## src/core/ftdmo_regs.svh

```systemverilog
// Register offsets, field positions and counts of the flexible TDM output slot mapper
`ifndef FTDMO_REGS_SVH
`define FTDMO_REGS_SVH

// Address window of the 64 slot registers
`define FTDMO_BASE 16'hf380
`define FTDMO_LAST 16'hf3bf

// Register geometry and reset value
`define FTDMO_RESET 8'h00
`define FTDMO_RSVD 8'h00
`define FTDMO_RD_IDLE 16'h0000

// Bit position within the frame: slot in the high bits, bit in slot low
`define FTDMO_CNT_W 8
`define FTDMO_CNT_ZERO 8'h00
`define FTDMO_CNT_ONE 8'h01
`define FTDMO_BIT_W 3
`define FTDMO_PIN_B_SLOT 1'b1

// Slot and bit fields of the frame position, and the first bit of a slot either way round
`define FTDMO_SLOT_HI 7
`define FTDMO_SLOT_LO 3
`define FTDMO_BIT_HI 2
`define FTDMO_BIT_MSB 3'b111
`define FTDMO_BIT_LSB 3'b000

`endif

```

## src/core/ftdmo_pkg.sv

```systemverilog
// Types shared by the flexible TDM output slot mapper
package ftdmo_pkg;

    // One slot register, low byte; the reserved high byte is not stored
    typedef struct packed {
        logic en;
        logic rev;
        logic grp;
        logic [2:0] pos;
        logic [1:0] sel;
    } ftdmo_slot_t;

    // Driven level and active-low output enable of one serial data pin
    typedef struct packed {
        logic d;
        logic oe_n;
    } ftdmo_pin_t;

    // One register access request
    typedef struct packed {
        logic [15:0] addr;
        logic wr;
        logic rd;
        logic [15:0] wdata;
    } ftdmo_req_t;

endpackage

```

## src/core/ftdmo_mapper.sv

```systemverilog
// Flexible TDM output slot mapper: slot registers and the two serial data pins
`timescale 1ns/1ps
`include "ftdmo_regs.svh"

module ftdmo_mapper #(
    parameter int SLOTS = 64,
    parameter int CHANS = 16
) (
    input wire logic CLOCK,
    input wire logic RST,
    input wire ftdmo_pkg::ftdmo_req_t REG_REQ,
    output ftdmo_pkg::ftdmo_pin_t FLEX_DATA_OUT_A,
    output ftdmo_pkg::ftdmo_pin_t FLEX_DATA_OUT_B,
    output logic [15:0] REG_RDATA,
    input wire logic FRAME_START,
    input wire logic BIT_TICK,
    input wire logic IDLE_HIGH_Z_A,
    input wire logic IDLE_HIGH_Z_B,
    input wire logic [CHANS-1:0][31:0] CHAN_DATA
);
    import ftdmo_pkg::*;

    ////////////////////////////////////////////////////////////////////////
    // Helpers

    // Byte picked from the channel word by group, position and byte select
    function automatic logic [7:0] pick_byte(
        input ftdmo_slot_t c,
        input logic [CHANS-1:0][31:0] ch
    );
        logic [31:0] w;
        w = ch[{c.grp, c.pos}];
        return w[{~c.sel, `FTDMO_BIT_LSB} +: 8];
    endfunction

    // Pin level and enable for one bit time of one slot
    function automatic ftdmo_pin_t slot_pin(
        input ftdmo_slot_t c,
        input logic [CHANS-1:0][31:0] ch,
        input logic [`FTDMO_BIT_W-1:0] b,
        input logic hz
    );
        logic [7:0] byt;
        ftdmo_pin_t p;
        byt = pick_byte(c, ch);
        p.d = 1'b0;
        p.oe_n = 1'b0;
        if (c.en) begin
            // Bit 0 of the slot is the MSB unless reversed
            p.d = c.rev ? byt[b] : byt[~b];
        end else if (hz) begin
            p.oe_n = 1'b1;
        end else begin
            p.d = 1'b0;
        end
        return p;
    endfunction

    ////////////////////////////////////////////////////////////////////////
    // Register access

    ftdmo_slot_t map_q [SLOTS];
    ftdmo_slot_t map_d [SLOTS];
    logic [15:0] rdata_q;
    logic [15:0] rdata_d;
    logic in_range;
    logic [5:0] idx;

    // Only the printed window decodes; anything else is ignored
    // Exact window, so neighbouring control registers never alias onto a slot
    assign in_range = (REG_REQ.addr >= `FTDMO_BASE) && (REG_REQ.addr <= `FTDMO_LAST);
    assign idx = 6'(REG_REQ.addr - `FTDMO_BASE);

    // Next slot table; reserved high byte is dropped on write
    always_comb begin
        map_d = map_q;
        if (REG_REQ.wr && in_range) begin
            map_d[idx] = ftdmo_slot_t'(REG_REQ.wdata[7:0]);
        end
    end

    // Read answer one edge after the request; unmapped reads give zero
    always_comb begin
        rdata_d = rdata_q;
        if (REG_REQ.rd) begin
            rdata_d = in_range ? {`FTDMO_RSVD, map_q[idx]} : `FTDMO_RD_IDLE;
        end
    end

    // Table and read data registers
    always_ff @(posedge CLOCK) begin
        if (RST) begin
            for (int i = 0; i < SLOTS; i++) begin
                map_q[i] <= ftdmo_slot_t'(`FTDMO_RESET);
            end
            rdata_q <= `FTDMO_RD_IDLE;
        end else begin
            map_q <= map_d;
            rdata_q <= rdata_d;
        end
    end

    assign REG_RDATA = rdata_q;

    ////////////////////////////////////////////////////////////////////////
    // Bit position in the frame

    logic [`FTDMO_CNT_W-1:0] cnt_q;
    logic [`FTDMO_CNT_W-1:0] cnt_d;

    // Frame boundary wins over a tick in the same cycle; wraps after slot 31
    // Limitation: a frame longer than 32 slots repeats from slot 0
    always_comb begin
        cnt_d = cnt_q;
        if (FRAME_START) begin
            cnt_d = `FTDMO_CNT_ZERO;
        end else if (BIT_TICK) begin
            cnt_d = cnt_q + `FTDMO_CNT_ONE;
        end
    end

    // Counter register
    always_ff @(posedge CLOCK) begin
        if (RST) begin
            cnt_q <= `FTDMO_CNT_ZERO;
        end else begin
            cnt_q <= cnt_d;
        end
    end

    ////////////////////////////////////////////////////////////////////////
    // Serial data pins

    ftdmo_slot_t cur_a;
    ftdmo_slot_t cur_b;
    logic [`FTDMO_BIT_W-1:0] bit_d;
    ftdmo_pin_t pin_a_q;
    ftdmo_pin_t pin_a_d;
    ftdmo_pin_t pin_b_q;
    ftdmo_pin_t pin_b_d;

    // Slot for the coming bit time; pin B reads the upper half of the table
    assign cur_a = map_q[{~`FTDMO_PIN_B_SLOT, cnt_d[`FTDMO_SLOT_HI:`FTDMO_SLOT_LO]}];
    assign cur_b = map_q[{`FTDMO_PIN_B_SLOT, cnt_d[`FTDMO_SLOT_HI:`FTDMO_SLOT_LO]}];
    assign bit_d = cnt_d[`FTDMO_BIT_HI:0];

    // Pins follow the counter on the same edge, so no extra bit of lag
    always_comb begin
        pin_a_d = slot_pin(cur_a, CHAN_DATA, bit_d, IDLE_HIGH_Z_A);
        pin_b_d = slot_pin(cur_b, CHAN_DATA, bit_d, IDLE_HIGH_Z_B);
    end

    // Pins released while in reset
    // so a receiver never sees stale slot data across a restart
    always_ff @(posedge CLOCK) begin
        if (RST) begin
            pin_a_q <= '{d: 1'b0, oe_n: 1'b1};
            pin_b_q <= '{d: 1'b0, oe_n: 1'b1};
        end else begin
            pin_a_q <= pin_a_d;
            pin_b_q <= pin_b_d;
        end
    end

    assign FLEX_DATA_OUT_A = pin_a_q;
    assign FLEX_DATA_OUT_B = pin_b_q;

    // Expected MSB-first bit computed by plain indexing, independent of the function
    // so a slip in either path shows up as a mismatch
    logic exp_a;
    logic exp_b;
    assign exp_a = CHAN_DATA[{cur_a.grp, cur_a.pos}][{~cur_a.sel, ~bit_d}];
    assign exp_b = CHAN_DATA[{cur_b.grp, cur_b.pos}][{~cur_b.sel, ~bit_d}];

    // First bit of the lowest slot of each pin, for the frame boundary checks
    localparam int PIN_B_FIRST = SLOTS / 2;
    ftdmo_slot_t first_a;
    ftdmo_slot_t first_b;
    logic lead_a;
    logic lead_b;
    assign first_a = map_q[0];
    assign first_b = map_q[PIN_B_FIRST];
    assign lead_a = CHAN_DATA[{first_a.grp, first_a.pos}]
        [{~first_a.sel, (first_a.rev ? `FTDMO_BIT_LSB : `FTDMO_BIT_MSB)}];
    assign lead_b = CHAN_DATA[{first_b.grp, first_b.pos}]
        [{~first_b.sel, (first_b.rev ? `FTDMO_BIT_LSB : `FTDMO_BIT_MSB)}];
endmodule

```

## config.mk

```make
export PLATFORM = sky130hd
export DESIGN_NAME = ftdmo_mapper
export DESIGN_NICKNAME = d
export VERILOG_FILES = /design/src/core/ftdmo_pkg.sv /design/src/core/ftdmo_mapper.sv
export VERILOG_INCLUDE_DIRS = /design/src /design/src/core
export SDC_FILE = /design/constraint.sdc
export NUM_CORES = 2
export LEC_CHECK = 0
export ABC_CLOCK_PERIOD_IN_PS = 5720
export BUFFER_PORTS_ARGS = -buffer_cell sky130_fd_sc_hd__buf_4
export CAP_MARGIN = 20
export CORE_MARGIN = 2
export CORE_UTILIZATION = 46
export DETAILED_ROUTE_END_ITERATION = 6
export PLACE_DENSITY = 0.76
export SLEW_MARGIN = 15
export SYNTH_ARGS = -nofsm -noshare
export SYNTH_HDL_FRONTEND = slang
export SYNTH_SLANG_ARGS = --single-unit
```

## constraint.sdc

```tcl
create_clock -name CLOCK -period 5.72 [get_ports CLOCK]
set_input_delay 0.286 -clock CLOCK [delete_from_list [all_inputs] [get_ports CLOCK]]
set_output_delay 0.286 -clock CLOCK [all_outputs]
set_load 0.05 [all_outputs]
```

==> flow_summary.json <==
{
  "setup_viol": 1,
  "syn-instance-count": 5345,
  "yosysWarnings": 0,
  "grt_pass1_vias": 41560,
  "timing.final.crit_share_pct": 100.4,
  "worstSetupStartpointType": "flip-flop",
  "syn_area_um2": 36700,
  "r2r-start": "cnt_q[3]",
  "crit_required_ps": 6260,
  "ir_drop_mv": 0.2258,
  "vias": 46560,
  "antenna_left": 0,
  "critPathCaptureType": "flip-flop",
  "rsz0062_at_grt": "yes",
  "synth.distinct_cells": 100,
  "multi_input_area_um2": 23720,
  "rows": 103,
  "htreeDepth": 2,
  "die_width_um": 286.5,
  "period_needed_ps": 5743,
  "outcome": "complete, but fails checks",
  "synth_edf_count": 0,
  "slowest_delay_ps": 820,
  "layout_commonest_cell": "nand2_1",
  "cp_common_cell": "buf_12",
  "min_path_type": "in -> reg",
  "finalWeightedCongestion": 1.091,
  "fin_ws_ps": -22.94,
  "clk_path_buf_depth": 3,
  "cts_tree": "done",
  "maxSlewViolCount": 0,
  "design_area_um2": 44160,
  "clkPwrFrac_pct": 43.9,
  "overflow": 0,
  "nNetsFinal": 6193,
  "sw_frac_of_total_pct": 26.96,
  "final_hold_viol_count": 0,
  "drt-total-wl_mm": 201.5,
  "seqCellArea_um2": 10650,
  "yosysSeqAreaShare_pct": 29.02,
  "cap_violations": 0,
  "fin_skew_ps": 63.65,
  "cts_inserted_buffers": 53,
  "io_buffers": 555,
  "critPathMaxFanout": 56,
  "hold_start": "REG_REQ[16]",
  "globalRouteTotalUtil_pct": 46.74,
  "comb_power_share_pct": 13.3,
  "drive_gt1_share_pct": 17.26,
  "crit_chain": "nor2b_1 -> mux2i_4 -> buf_12 -> buf_12 -> buf_12 -> a2111oi_0 -> nor3_1 -> a211o_1 -> nand2_8 -> buf_12 -> mux2i_1 -> a222oi_1 -> a21oi_1 -> o211ai_1 -> mux2i_1 -> buf_4 -> a21oi_1 -> o2bb2ai_1 -> a32o_1",
  "failed_checks": "negative setup slack",
  "fmax_ghz": 0.1741,
  "synth-seq-cells": 532,
  "root_buffer": "clkbuf_16",
  "area_growth_pct": 20.33,
  "die_area_um2": 82060,
  "yosys.area.top_type": "dfxtp_1",
  "switchingPower_uw": 2335,
  "drt_iter0_markers": 8093,
  "clock_sinks": 532,
  "worst_pin_slew_ps": 1213,
  "synth.area.top_cells": "dfxtp_1, nand2_1, a21oi_1, mux2i_1, o21ai_0",
  "p_per_area_nw_per_um2": 196.1,
  "drcViolationCount": 0,
  "cts.clk_slew.worst_paths_ps": 70,
  "critPathKind": "reg -> reg",
  "die_height_um": 286.5,
  "cp-startpoint": "cnt_q[3]",
  "dp_hpwl_mm": 141.0,
  "num_io_pins": 572,
  "max_slew_margin_pct": 18.39,
  "wire_per_inst_um": 29.66,
  "fillers": 7590,
  "synth_top_area_share_pct": 29.02,
  "clk_latency_ps": 670,
  "mostFrequentLayoutCells": "nand2_1, buf_4, a21oi_1",
  "post_dp_cell_area_um2": 42060,
  "synthArstFlopShare_pct": 0,
  "grt_pass1_wl_mm": 287.5,
  "start_util_pct": 46.46,
  "antenna_found_initial": 62,
  "core_um2": 79000,
  "drt_pass1_iterations": 7,
  "synth_flop_cell": "dfxtp_1",
  "grt_max_degree": 182,
  "cp.arrival_ps": 6290,
  "postSynthAreaPerCell_um2": 6.867,
  "vias_per_cell": 6.853,
  "leakagePower_uw": 0.01691,
  "crit_slowest_cell": "a2111oi_0",
  "power_frac_seq_pct": 42.8,
  "p_int_uw": 6325,
  "hold_slack_ps": 141.0
}
==> Yosys cell counts, types with 18 or more instances <==
master     instances
nand2_1         1577
a21oi_1          545
dfxtp_1          532
o21ai_0          408
clkbuf_1         315
nand3_1          283
mux2i_1          257
o22ai_1          225
nor2_1           178
buf_2            110
a31oi_1           85
a32oi_1           77
nand4_1           64
nor4_1            58
a311oi_1          54
and3_1            54
buf_1             52
mux4_2            39
buf_4             36
a22oi_1           27
a222oi_1          23
a2111oi_0         18
a211oi_1          18
a221oi_1          18
buf_6             18
nor2b_1           18
==> kinds of logic (layout without fill, tap and decap cells) <==
kind of cell | after synthesis | count (layout) | synth area share (%)
simple gates | 2328 | 2328 | 26.95
fa+ha+maj | 1 | 1 | 0.03409
mux | 312 | 312 | 10.02
compound gates | 1618 | 1618 | 26.88
xor+xnor | 6 | 6 | 0.1637
flops | 532 | 532 | 29.02
buf+inv | 547 | 878 | 6.921
other cells | 1 | 69 | 0.01022
==> what timing repair did <==
action / 4_1_cts / 5_1_grt
setup buffers: 0 / 3
resized for setup: 0 / 4
endpoints found under the setup margin: 0 / 2
hold buffers: 2 / 0
hold endpoints to repair: 2 / 0
==> per-stage QoR <==
step	cells	setup WS [ps]	utilization (%)	setup TNS, ps	power (uW)
floorplan	5352	1426	-	0	4249
global placement	6628	294.2	53.23	0	4876
detailed placement	6629	235.8	53.24	0	4877
CTS	6729	157.2	55.63	0	8575
global route	6783	-5.689	55.87	-5.689	8801
finish	6794	-22.94	55.90	-22.94	8660
==> area by class of cell <==
type,count,area share (%)
sequential,532,24.12
antenna,61,0.3456
clock buffer,76,3.541
clock inverter,22,0.6771
timing repair buffer,771,14.55
inverter,9,0.07649
multi-input combinational,4273,53.72
tap,1050,2.975
==> flip-flops by register name, summed over array words and instances (netlist names) <==
signal,cells
FLEX_DATA_OUT_A,2
cnt_q,8
REG_RDATA,8
first_b,8
first_a,8
map_q,496
FLEX_DATA_OUT_B,2
==> worst paths after layout <==
| check | end | depth (start not counted) | slack [ps] |
|---|---|---|---|
| worst min register to register | map_q[56] | 2 | 470 |
| worst min-delay path | REG_RDATA[4] | 4 | 140 |
| worst max-delay path | FLEX_DATA_OUT_B[1] | 19 | -20 |
| worst max register to register | FLEX_DATA_OUT_B[1] | 19 | -20 |
==> power groups by stage <==
stage	registers, uW	clock network (uW)	logic (uW)
2_1_floorplan	3790	0	458
3_3_place_gp	3790	0	1090
3_5_place_dp	3790	0	1090
4_1_cts	3710	3780	1090
5_1_grt	3700	3920	1170
6_report	3710	3800	1150
==> critical path: cells and delay by family (launching register included) <==
kind	cells	cell delay (ps)
compound gates	8	2820
buf+inv	5	970
flops	1	540
mux	3	370
simple gates	3	820
==> routing by layer <==
metal | global-route usage, % | share of wire [%]
met5 | 0 | 0.049
met4 | 35.07 | 9.4
met3 | 13.00 | 14
met2 | 69.82 | 42
met1 | 57.23 | 34
Note: power is estimated with default switching activity, not from simulation.
